==> config.mk <==
export PLATFORM = sky130hd
export DESIGN_NAME = uphy_reset_config
export DESIGN_NICKNAME = d
export VERILOG_FILES = /design/src/design/uphy_pkg.sv /design/src/design/uphy_reset_config.sv /design/src/design/uphy_sync.sv
export SDC_FILE = /design/constraint.sdc
export NUM_CORES = 1
export LEC_CHECK = 0
export ABC_CLOCK_PERIOD_IN_PS = 2400
export CAP_MARGIN = 30
export CORE_MARGIN = 2
export CORE_UTILIZATION = 30
export DETAILED_ROUTE_END_ITERATION = 10
export DONT_BUFFER_PORTS = 1
export GPL_TIMING_DRIVEN = 0
export PLACE_DENSITY = 0.51
export SYNTH_ARGS = -nofsm -noshare
export SYNTH_HDL_FRONTEND = slang
export SYNTH_HIERARCHICAL = 1
export SYNTH_SLANG_ARGS = --single-unit
==> constraint.sdc <==
create_clock -name sys_clk -period 2.4 [get_ports sys_clk]
set_input_delay 0.36 -clock sys_clk [delete_from_list [all_inputs] [get_ports sys_clk]]
set_output_delay 0.36 -clock sys_clk [all_outputs]
set_load 0.005 [all_outputs]
==> src/design/uphy_pkg.sv <==
// Purpose: Shared constants and types for the USB3 PHY reset and config port.
// Assumes: 200 MHz system clock, AHB-Lite register access.
// Notes: Timing counts are derived from the figures below.
package uphy_pkg;

    // ==========================================================
    // Timing
    localparam int CLK_MHZ = 200;
    localparam int CLK_AVAIL_US = 45;
    localparam int PIPE_STATUS_US = 120;
    // Longest time, rounded down.
    localparam int CLK_AVAIL_CYCLES = CLK_AVAIL_US * CLK_MHZ;
    // Strictly greater than the figure, so one cycle beyond it.
    localparam int PIPE_STATUS_CYCLES = PIPE_STATUS_US * CLK_MHZ + 1;
    // Cycles spent in the input synchroniser and the release step.
    localparam int SEQ_LATENCY = 4;

    // ==========================================================
    // Config port geometry
    localparam int PORT_WIDTH = 16;
    localparam int PORT_DEPTH = 16;
    localparam int PORT_INDEX_W = 4;
    localparam int CMD_COUNT = 4;
    localparam int CMD_CAP_ADDR = 0;
    localparam int CMD_CAP_DATA = 1;
    localparam int CMD_READ = 2;
    localparam int CMD_WRITE = 3;
    localparam logic [PORT_INDEX_W-1:0] PORT_OVERRIDE_INDEX = 4'h0;
    localparam int OVR_EN = 0;
    localparam int OVR_STATE_LSB = 1;

    // ==========================================================
    // Bus register map
    localparam int ADDR_W = 8;
    localparam logic [ADDR_W-1:0] REG_CTRL = 8'h00;
    localparam logic [ADDR_W-1:0] REG_STATUS = 8'h04;
    localparam logic [ADDR_W-1:0] REG_PORT_VIEW = 8'h08;
    localparam int CTRL_W = 8;
    localparam logic [CTRL_W-1:0] CTRL_RESET = 8'h00;
    localparam int CTRL_REFSEL_LSB = 0;
    localparam int CTRL_USEPAD = 2;
    localparam int CTRL_FREQ_LSB = 3;
    localparam int CTRL_LPSTATE_LSB = 5;
    localparam int CTRL_SUSPEND = 7;
    localparam int CTRL_WAKE = 8;
    localparam int ST_POR = 0;
    localparam int ST_CLKVALID = 1;
    localparam int ST_PIPESTAT = 2;
    localparam int ST_REFSRC_LSB = 3;
    localparam int ST_LPSTATE_LSB = 5;
    localparam int ST_SUSPEND = 7;
    localparam int ST_FREQ_LSB = 8;
    localparam int VIEW_DATA_LSB = 16;

    // ==========================================================
    // Types
    typedef enum logic [1:0]
    {
        REF_ALT = 2'b00,
        REF_PAD = 2'b01,
        REF_EXT = 2'b10
    } uphy_ref_t;

    typedef enum logic [1:0]
    {
        SEQ_HELD = 2'b00,
        SEQ_RAMP = 2'b01,
        SEQ_READY = 2'b10
    } uphy_seq_t;

    typedef enum logic
    {
        PORT_IDLE = 1'b0,
        PORT_ACKING = 1'b1
    } uphy_port_t;

    // Picks the reference source from the pad flag and the select field.
    function automatic uphy_ref_t uphy_ref_decode(input logic usePad,
                                                  input logic [1:0] sel);
        uphy_ref_t r;
        r = REF_EXT;
        if (usePad)
        begin
            r = REF_PAD;
        end
        else if (sel == 2'b00)
        begin
            r = REF_ALT;
        end
        return r;
    endfunction

endpackage

==> src/design/uphy_reset_config.sv <==
// Purpose: USB3 PHY power-on reset sequencing and config register port.
// Assumes: Controlling logic drives reset and commands from another domain.
// Notes: Registers are reached over AHB-Lite with zero wait states.
`timescale 1ns/1ps
module uphy_reset_config
    import uphy_pkg::*;
#(
    parameter logic [15:0] CLK_LIMIT =
        16'(uphy_pkg::CLK_AVAIL_CYCLES - uphy_pkg::SEQ_LATENCY),
    parameter logic [15:0] PIPE_LIMIT = 16'(uphy_pkg::PIPE_STATUS_CYCLES)
) (
    input wire logic sys_clk,
    input wire logic srst,
    input wire logic hsel,
    input wire logic [31:0] haddr,
    input wire logic [1:0] htrans,
    input wire logic hwrite,
    input wire logic [2:0] hsize,
    input wire logic [31:0] hwdata,
    input wire logic hready,
    output logic hreadyout,
    output logic [31:0] hrdata,
    output logic hresp,
    input wire logic phyPowerOnReset,
    input wire logic captureAddressStrobe,
    input wire logic captureDataStrobe,
    input wire logic registerReadCommand,
    input wire logic registerWriteCommand,
    input wire logic [uphy_pkg::PORT_WIDTH-1:0] configPortDataIn,
    output logic accessAcknowledge,
    output logic [uphy_pkg::PORT_WIDTH-1:0] registerReadValue,
    output logic utmiSideClockValid,
    output logic legacyHostClock12Valid,
    output logic legacyHostClock48Valid,
    output logic pipeStatusIndication,
    output logic [1:0] referenceSourceActive,
    output logic [1:0] refFrequencySelect,
    output logic [1:0] linkPowerState,
    output logic hsSuspended
);
    import uphy_pkg::*;

    // ==========================================================
    // State
    typedef struct packed {
        uphy_seq_t seq;
        logic [15:0] cnt;
        logic clkValid;
        logic pipeStat;
        uphy_port_t port;
        logic ack;
        logic [PORT_WIDTH-1:0] addr;
        logic [PORT_WIDTH-1:0] data;
        logic [PORT_WIDTH-1:0] readVal;
        logic [PORT_DEPTH-1:0][PORT_WIDTH-1:0] regs;
        logic [CTRL_W-1:0] ctrl;
        logic [1:0] refAct;
        logic [1:0] lpState;
        logic suspended;
        logic dataWrite;
        logic [ADDR_W-1:0] dataAddr;
        logic [31:0] rdata;
    } uphy_state_t;

    uphy_state_t s_q;
    uphy_state_t s_d;
    logic porSync;
    logic [CMD_COUNT-1:0] cmdSync;
    logic [PORT_WIDTH-1:0] dataSync;
    logic addrPhase;
    logic inRange;
    logic [PORT_WIDTH-1:0] ovr;
    logic [31:0] statusWord;

    // ==========================================================
    // Pin synchronisers
    uphy_sync #(.WIDTH(1 + CMD_COUNT), .INIT(5'h01)) u_syncCtl (
        .sys_clk(sys_clk),
        .srst(srst),
        .asyncIn({registerWriteCommand, registerReadCommand,
                  captureDataStrobe, captureAddressStrobe,
                  phyPowerOnReset}),
        .syncOut({cmdSync, porSync})
    );

    uphy_sync #(.WIDTH(PORT_WIDTH), .INIT(16'h0000)) u_syncData (
        .sys_clk(sys_clk),
        .srst(srst),
        .asyncIn(configPortDataIn),
        .syncOut(dataSync)
    );

    assign addrPhase = hsel && htrans[1] && hready;
    assign inRange = (s_q.addr[PORT_WIDTH-1:PORT_INDEX_W] == '0);
    assign ovr = s_q.regs[PORT_OVERRIDE_INDEX];

    always_comb
    begin
        statusWord = 32'h0000_0000;
        statusWord[ST_POR] = porSync;
        statusWord[ST_CLKVALID] = s_q.clkValid;
        statusWord[ST_PIPESTAT] = s_q.pipeStat;
        statusWord[ST_REFSRC_LSB +: 2] = s_q.refAct;
        statusWord[ST_LPSTATE_LSB +: 2] = s_q.lpState;
        statusWord[ST_SUSPEND] = s_q.suspended;
        statusWord[ST_FREQ_LSB +: 2] = s_q.ctrl[CTRL_FREQ_LSB +: 2];
    end

    // ==========================================================
    // Next state
    always_comb
    begin
        s_d = s_q;

        // Reset sequencing.
        if (porSync)
        begin
            s_d.seq = SEQ_HELD;
            s_d.cnt = 16'h0000;
            s_d.clkValid = 1'b0;
            s_d.pipeStat = 1'b1;
        end
        else
        begin
            case (s_q.seq)
                SEQ_HELD:
                begin
                    s_d.seq = SEQ_RAMP;
                    s_d.cnt = 16'h0000;
                end
                SEQ_RAMP:
                begin
                    s_d.cnt = s_q.cnt + 16'h0001;
                    if (s_q.cnt == CLK_LIMIT - 16'h0001)
                    begin
                        s_d.clkValid = 1'b1;
                    end
                    if (s_q.cnt == PIPE_LIMIT - 16'h0001)
                    begin
                        s_d.pipeStat = 1'b0;
                        s_d.seq = SEQ_READY;
                    end
                end
                SEQ_READY:
                begin
                    s_d.seq = SEQ_READY;
                end
                default:
                begin
                    s_d.seq = SEQ_HELD;
                end
            endcase
        end

        // Config port four-phase handshake, one command at a time.
        case (s_q.port)
            PORT_IDLE:
            begin
                if (cmdSync != '0)
                begin
                    s_d.ack = 1'b1;
                    s_d.port = PORT_ACKING;
                    if (cmdSync[CMD_CAP_ADDR])
                    begin
                        s_d.addr = dataSync;
                    end
                    else if (cmdSync[CMD_CAP_DATA])
                    begin
                        s_d.data = dataSync;
                    end
                    else if (cmdSync[CMD_READ])
                    begin
                        s_d.readVal = inRange ?
                            s_q.regs[s_q.addr[PORT_INDEX_W-1:0]] :
                            16'h0000;
                    end
                    else if (inRange)
                    begin
                        s_d.regs[s_q.addr[PORT_INDEX_W-1:0]] = s_q.data;
                    end
                end
            end
            PORT_ACKING:
            begin
                if (cmdSync == '0)
                begin
                    s_d.ack = 1'b0;
                    s_d.port = PORT_IDLE;
                end
            end
            default:
            begin
                s_d.port = PORT_IDLE;
                s_d.ack = 1'b0;
            end
        endcase

        // Bus data phase of a write.
        if (s_q.dataWrite && s_q.dataAddr == REG_CTRL)
        begin
            s_d.ctrl = hwdata[CTRL_W-1:0];
            if (hwdata[CTRL_WAKE])
            begin
                s_d.ctrl[CTRL_SUSPEND] = 1'b0;
            end
        end

        // Bus address phase.
        s_d.dataWrite = addrPhase && hwrite;
        if (addrPhase)
        begin
            s_d.dataAddr = haddr[ADDR_W-1:0];
            s_d.rdata = 32'h0000_0000;
            if (!hwrite)
            begin
                case (haddr[ADDR_W-1:0])
                    REG_CTRL:
                    begin
                        s_d.rdata = {24'h00_0000, s_q.ctrl};
                    end
                    REG_STATUS:
                    begin
                        s_d.rdata = statusWord;
                    end
                    REG_PORT_VIEW:
                    begin
                        s_d.rdata = {s_q.data, s_q.addr};
                    end
                    default:
                    begin
                        s_d.rdata = 32'h0000_0000;
                    end
                endcase
            end
        end

        // PHY controls derived from software and port overrides.
        s_d.refAct = uphy_ref_decode(s_q.ctrl[CTRL_USEPAD],
                                     s_q.ctrl[CTRL_REFSEL_LSB +: 2]);
        s_d.lpState = ovr[OVR_EN] ? ovr[OVR_STATE_LSB +: 2] :
                      s_q.ctrl[CTRL_LPSTATE_LSB +: 2];
        s_d.suspended = s_q.ctrl[CTRL_SUSPEND];
    end

    always_ff @(posedge sys_clk)
    begin
        if (srst)
        begin
            s_q <= '0;
            s_q.seq <= SEQ_HELD;
            s_q.pipeStat <= 1'b1;
            s_q.port <= PORT_IDLE;
            s_q.ctrl <= CTRL_RESET;
        end
        else
        begin
            s_q <= s_d;
        end
    end

    // ==========================================================
    // Outputs
    assign hreadyout = 1'b1;
    assign hresp = 1'b0;
    assign hrdata = s_q.rdata;
    assign accessAcknowledge = s_q.ack;
    assign registerReadValue = s_q.readVal;
    assign utmiSideClockValid = s_q.clkValid;
    assign legacyHostClock12Valid = s_q.clkValid;
    assign legacyHostClock48Valid = s_q.clkValid;
    assign pipeStatusIndication = s_q.pipeStat;
    assign referenceSourceActive = s_q.refAct;
    assign refFrequencySelect = s_q.ctrl[CTRL_FREQ_LSB +: 2];
    assign linkPowerState = s_q.lpState;
    assign hsSuspended = s_q.suspended;

    // ==========================================================
    // Checks
    AST_ACK_CAUSE: assert property (@(posedge sys_clk) disable iff (srst)
        $rose(s_q.ack) |-> $past(cmdSync) != '0)
        else $error("Acknowledge rose without a command.");

    AST_ACK_RELEASE: assert property (@(posedge sys_clk) disable iff (srst)
        (s_q.ack && cmdSync == '0) |=> !s_q.ack)
        else $error("Acknowledge held after command release.");

    AST_WRITE_STORE: assert property (@(posedge sys_clk) disable iff (srst)
        (s_q.port == PORT_IDLE && cmdSync == 4'h8 && inRange) |=>
        s_q.regs[$past(s_q.addr[PORT_INDEX_W-1:0])] == $past(s_q.data))
        else $error("Config write did not store captured data.");

    AST_CLK_TIME: assert property (@(posedge sys_clk) disable iff (srst)
        $rose(s_q.clkValid) |-> $past(s_q.cnt) == CLK_LIMIT - 16'h0001)
        else $error("Clock valid raised at the wrong count.");

    AST_PIPE_TIME: assert property (@(posedge sys_clk) disable iff (srst)
        $fell(s_q.pipeStat) |-> $past(s_q.cnt) == PIPE_LIMIT - 16'h0001)
        else $error("Pipe status dropped at the wrong count.");

    AST_PIPE_ORDER: assert property (@(posedge sys_clk) disable iff (srst)
        !s_q.pipeStat |-> s_q.clkValid)
        else $error("Pipe status dropped before clocks were valid.");

    AST_POR_HOLD: assert property (@(posedge sys_clk) disable iff (srst)
        porSync |=> (!s_q.clkValid && s_q.pipeStat) [*2])
        else $error("Reset did not hold clocks invalid.");

    AST_REF_SELECT: assert property (@(posedge sys_clk) disable iff (srst)
        s_q.ctrl[CTRL_USEPAD] [*2] |-> s_q.refAct == REF_PAD)
        else $error("Pad reference not selected.");

    AST_OVERRIDE: assert property (@(posedge sys_clk) disable iff (srst)
        ovr[OVR_EN] |=> s_q.lpState == $past(ovr[OVR_STATE_LSB +: 2]))
        else $error("Port override did not set the power state.");

    AST_WAKE_CLEARS: assert property (@(posedge sys_clk) disable iff (srst)
        (s_q.dataWrite && s_q.dataAddr == REG_CTRL && hwdata[CTRL_WAKE])
        |-> ##2 !s_q.suspended)
        else $error("Remote wakeup did not leave suspend.");
endmodule

==> src/design/uphy_sync.sv <==
// Purpose: Two-stage synchroniser for pins entering the system clock domain.
// Assumes: Multi-bit inputs are held stable while they are sampled.
// Notes: Only the second stage is visible to the rest of the design.
`timescale 1ns/1ps
module uphy_sync #(
    parameter int WIDTH = 1,
    parameter logic [WIDTH-1:0] INIT = '0
) (
    input wire logic sys_clk,
    input wire logic srst,
    input wire logic [WIDTH-1:0] asyncIn,
    output logic [WIDTH-1:0] syncOut
);
    typedef struct packed {
        logic [WIDTH-1:0] stage1;
        logic [WIDTH-1:0] stage2;
    } uphy_sync_state_t;

    uphy_sync_state_t s_q;
    uphy_sync_state_t s_d;

    always_comb
    begin
        s_d.stage1 = asyncIn;
        s_d.stage2 = s_q.stage1;
    end

    always_ff @(posedge sys_clk)
    begin
        if (srst)
        begin
            s_q <= {INIT, INIT};
        end
        else
        begin
            s_q <= s_d;
        end
    end

    assign syncOut = s_q.stage2;
endmodule

## After elaboration in Yosys (flattened, before gate mapping)

Index checks and enable logic that the tools add are counted.

- Register bits: 422
- Output and inout bits: 62
- Input port bits: 95
- Latch bits: 0
- Memories: 0
- Memory bits (writable): 0
- Word-level logic and storage cells: 100
- Memory bits (read-only): 0

- Add/sub/neg operators: 1
- Magnitude comparators: 2
- Bitwise gates (word level): 4
- Muxes and demuxes: 25
- Div/mod/pow operators: 0
- Multiply operators: 0
- Equal/unequal tests: 9
- Shift operators: 0
- Reduce and logical (&&, ||, !) cells: 22

Operators with widths:

| kind | number |
|---|---|
| 2-to-1 mux 256 bit | 2 |
| 2-to-1 mux 306 bit | 1 |
| 2-to-1 mux 288 bit | 1 |
| 2-to-1 mux 272 bit | 1 |
| bitwise mux 256 bit | 1 |
| 2-to-1 mux 16 bit | 6 |
| case mux 32 bit (3 select lines) | 1 |
| binary-select mux 16 bit (select 4 bit) | 1 |
| demux 16 bit (select 4 bit) | 1 |
| 2-to-1 mux 32 bit | 1 |
| case mux 16 bit (2 select lines) | 1 |
| adder 16 x 1 -> 16 bit, second input constant | 1 |
| == test 16 x 14 -> 1 bit, second input constant | 1 |
| == test 16 x 15 -> 1 bit, second input constant | 1 |
| zero test 8 bit | 2 |
| zero test 12 bit | 1 |
| == test 8 x 3 -> 1 bit, second input constant | 1 |
| == test 8 x 4 -> 1 bit, second input constant | 1 |
| 2-to-1 mux 2 bit | 4 |
| case mux 2 bit (3 select lines) | 1 |
| AND reduction 2 bit | 3 |
| AND reduction 6 bit | 1 |
| logical AND 1 bit | 5 |
| < comparator 4 x 5 -> 1 bit, second input constant | 1 |
| other kinds (16) | 23 |

## Logic depth before layout (Yosys ltp)

- Word-level depth: 11
- Gate-level depth with buffers: 8
- Depth with buffers taken out: 6

## Cells and area by module

The synthesis kept the hierarchy.

Modules (own cells, without submodules):

| module | cells an instance | instances | area an instance (µm²) | seq. area each (µm²) |
|---|---|---|---|---|
| uphy_reset_config | 1991 | 1 | 17909.7 | 7607.3 |
| uphy_sync (u_syncData) | 67 | 1 | 863.3 | 640.6 |
| uphy_sync (u_syncCtl) | 20 | 1 | 262.8 | 200.2 |

## Worst setup path after synthesis

Ideal clock, no wire load.

- Path type: register -> register
- Start: reg s_q[345] in the netlist's numbering
- End: reg s_q, in the netlist registerReadValue[5]
- Cell stages (with the launch flop): 8
- Period minus slack after synthesis: 2023 ps
- Path buffers: 3
- Data required time: 2272 ps
- Library setup time: 128 ps
- Data arrival time: 1895 ps
- Setup slack: 377 ps
- Cells stage by stage: dfxtp_1 buf_2 buf_2 buf_1 mux4_2 mux2_2 a31oi_1 o21ai_0

- Cells in the longest elaborated chain, start to end: 3

Ends and longest elaborated chain:

| what | line | source |
|---|---|---|
| start: declaration | uphy_reset_config.sv:65 | `uphy_state_t s_q;` |
| binary-select mux 16 bit (select 4 bit) | uphy_reset_config.sv:174 | `s_q.regs[s_q.addr[PORT_INDEX_W-1:0]] :` |
| 2-to-1 mux 16 bit (implied by the code) | uphy_reset_config.sv:174 |  |
| 2-to-1 mux 16 bit | uphy_reset_config.sv:173 | `s_d.readVal = inRange ?` |

No other way between the ends. The select of a mux whose other input is x is not followed.
A chain may end at the register's enable or synchronous reset.

## Worst setup path after layout

- Start: reg s_q[345] in the netlist's numbering
- End: reg s_q, in the netlist registerReadValue[8]

The elaborated chain is that of the path after synthesis.

==> impl_metrics.env <==
export IMPL_outcome="finished clean"
export IMPL_cts_max_path_buffers=3
export IMPL_drc=0
export IMPL_ys_top_cells_by_area="dfxtp_1 (44%), a21oi_1 (8.1%), mux4_2 (7.6%)"
export IMPL_grt_pass1_wl_mm=105
export IMPL_nNetsFinal=2295
export IMPL_hold_viol_final=0
export IMPL_worstSetupStartpointType="flop"
export IMPL_reg2reg_from="s_q[345]$_SDFFE_PP0P_"
export IMPL_final_fill_count=6466
export IMPL_synth_ff_type="dfxtp_1"
export IMPL_clkTransAtPathRegs_ns=0.06
export IMPL_via_per_inst=5.55
export IMPL_synth_distinct_cells=56
export IMPL_ys_seq_elements=422
export IMPL_relSlewSlack_pct=32.0
export IMPL_wl_mm=72.1
export IMPL_fin_ws_ns=0.103
export IMPL_r2r_end="registerReadValue[8]$_SDFFE_PP0P_"
export IMPL_synth_edf_count=0
export IMPL_fp_coreArea_sq_um=62900
export IMPL_min_delay_path_depth=3
export IMPL_antenna_found_initial=1
export IMPL_syn_to_final_growth_pct=17.7
export IMPL_clock_sinks=422
export IMPL_syn_cell_area_sq_um=19000
export IMPL_power_leakage_nw=7.27
export IMPL_layout_common_cells="dfxtp_1 (422), a21oi_1 (309), nand3_1 (267)"
export IMPL_num_vias=17100
export IMPL_grt_max_degree=14
export IMPL_ys_seq_area_share_pct=44.4
export IMPL_htreeDepth=2
export IMPL_irDropWorstVdd_mv=0.471
export IMPL_hpwl_mm=51.2
export IMPL_dp_worst_setup_slack_ns=-0.502
export IMPL_synthCells=2078
export IMPL_numCtsBuffers=49
export IMPL_dieArea_sq_um=65500
export IMPL_drt_first_pass_iters=5
export IMPL_ys_warn_count=6
export IMPL_cp_end_kind="flop"
export IMPL_min_path_type="primary input to flop"
export IMPL_drt_iter0_markers=1848
export IMPL_ant_nets=0
export IMPL_clock_fmax_mhz=435
export IMPL_maxCapViolations=0
export IMPL_cts_tree="built"
export IMPL_groute_usage_overall_pct=21.3
export IMPL_min_from="srst"
export IMPL_drive_above_1_share_pct=17.1
export IMPL_place_gp_congestion=0.905
export IMPL_clock_latency_ns=0.60
export IMPL_finalCritPeriodShare_pct=95.7
export IMPL_grt_pass1_vias=16300
export IMPL_worstSetupPathType="flop to flop"
export IMPL_layout_commonest_cell="dfxtp_1"
export IMPL_synth_area_per_cell_sq_um=9.16
export IMPL_setup_violations=0
export IMPL_rsz0062_at_grt="false"
export IMPL_path_max_fanout=10
export IMPL_worst_pin_slew_ns=1.02
export IMPL_dieHeight_microns=256
export IMPL_ioPinCount=157
export IMPL_r2r_cells=7
export IMPL_report_final_slew_viol_count=0
export IMPL_reg2reg_slack_ns=0.10
export IMPL_wire_per_inst_microns=23.4
export IMPL_whs_ns=0.0176
export IMPL_hold_end="registerReadValue[15]$_SDFFE_PP0P_"
export IMPL_power_per_cell_area_nw_per_um2=702
export IMPL_rows=92
export IMPL_diodes=0
export IMPL_cts_root_buffer="clkbuf_16"
export IMPL_async_reset_ff_share_pct=0
export IMPL_cp_data_required_time_ns=2.87
export IMPL_crit_arrival_ns=2.76
export IMPL_finClkSkew_ns=0.0143
export IMPL_yosysTopAreaCellShare_pct=44.4
export IMPL_io_buffers=0
export IMPL_start_util_pct=30.3
export IMPL_globalRouteOverflowTotal=0
export IMPL_tns_ns=0
export IMPL_period_minus_slack_ns=2.30
export IMPL_synth_nets=2179
export IMPL_synth_top_area_cell="dfxtp_1"
export IMPL_die_w_microns=256
logic make-up (layout without fill, tap and decap cells):
logic type / count (synthesis) / count (layout) / share of synthesized area, %
compound gates: 656 / 656 / 18.3
xor+xnor: 2 / 2 / 0.0920
fa+ha+maj: 6 / 6 / 0.394
buf+inv: 286 / 439 / 9.24
flops: 422 / 422 / 44.4
mux: 117 / 117 / 10.5
other cells: 2 / 2 / 0.0395
simple gates: 587 / 587 / 17.1
worst max path at each step:
| stage | from | endpoint | cells past startpoint |
|---|---|---|---|
| detailed placement | s_q[343]$_SDFFE_PP0P_ | registerReadValue[9]$_SDFFE_PP0P_ | 7 |
| floorplan | s_q[345]$_SDFFE_PP0P_ | registerReadValue[5]$_SDFFE_PP0P_ | 7 |
| global placement | s_q[343]$_SDFFE_PP0P_ | registerReadValue[9]$_SDFFE_PP0P_ | 7 |
| finish | s_q[345]$_SDFFE_PP0P_ | registerReadValue[8]$_SDFFE_PP0P_ | 7 |
| global route | s_q[350]$_SDFFE_PP0P_ | flop | 7 |
| CTS | s_q[350]$_SDFFE_PP0P_ | flop | 7 |
through the flow:
stage               util, %  power [mW]  std cells  cell area [sq um]
detailed placement     32.0        8.25       2926              20100
floorplan                 -        7.86       2078              19000
CTS                    35.3        15.8       3053              22200
finish                 35.6        15.7       3077              22400
global route           35.6        16.1       3077              22400
global placement       32.0        8.23       2924              20100
critical path, cell delays in order, from the launching register on:
cell	delay, ns
dfxtp_1	0.33
clkbuf_4	0.25
clkbuf_4	0.26
buf_4	0.26
buf_4	0.25
mux4_2	0.38
mux2i_1	0.31
o21ai_0	0.11
cell type report:
type	count	area (sq um)	share of cell area (%)
multi-input cells	1370	8850	39.5
flip-flops and latches	422	8450	37.7
plain buffers	280	1820	8.11
clock buffers	67	1390	6.22
well taps	846	1060	4.73
repair buffers	65	594	2.65
clock inverters	21	219	0.978
inverters	6	22.5	0.101
power by group:
part | internal (mW) | switching (mW) | total (mW)
registers | 7.06 | 0.0300 | 7.09
logic | 0.283 | 0.824 | 1.11
clock network | 4.40 | 3.13 | 7.52
total | 11.7 | 3.98 | 15.7
routing by layer:
metal	global-route usage (%)	vias up	share of wire [%]
li1	-	7697	-
met1	27.5	8376	41
met2	35.1	829	47
met3	4.25	159	8.2
met4	7.70	2	3.9
met5	0	-	0.025
synthesized netlist by cell type, types with 19 or more instances:
master / n
dfxtp_1: 422
a21oi_1: 309
nand3_1: 267
o21ai_0: 240
clkbuf_1: 115
nand2_1: 97
mux4_2: 64
buf_4: 61
nor2_1: 61
nor2b_1: 53
buf_6: 52
mux2i_1: 36
o21ai_1: 34
a22oi_1: 32
buf_2: 31
buf_1: 19
timing repair:
item	4_1_cts	5_1_grt
pin swaps	1	14
endpoints found under the hold margin	51	0
gates resized for setup	22	30
hold buffers	38	0
endpoints found under the setup margin	155	191
buffers inserted	1	23
Power figures use the tool's default switching activity.
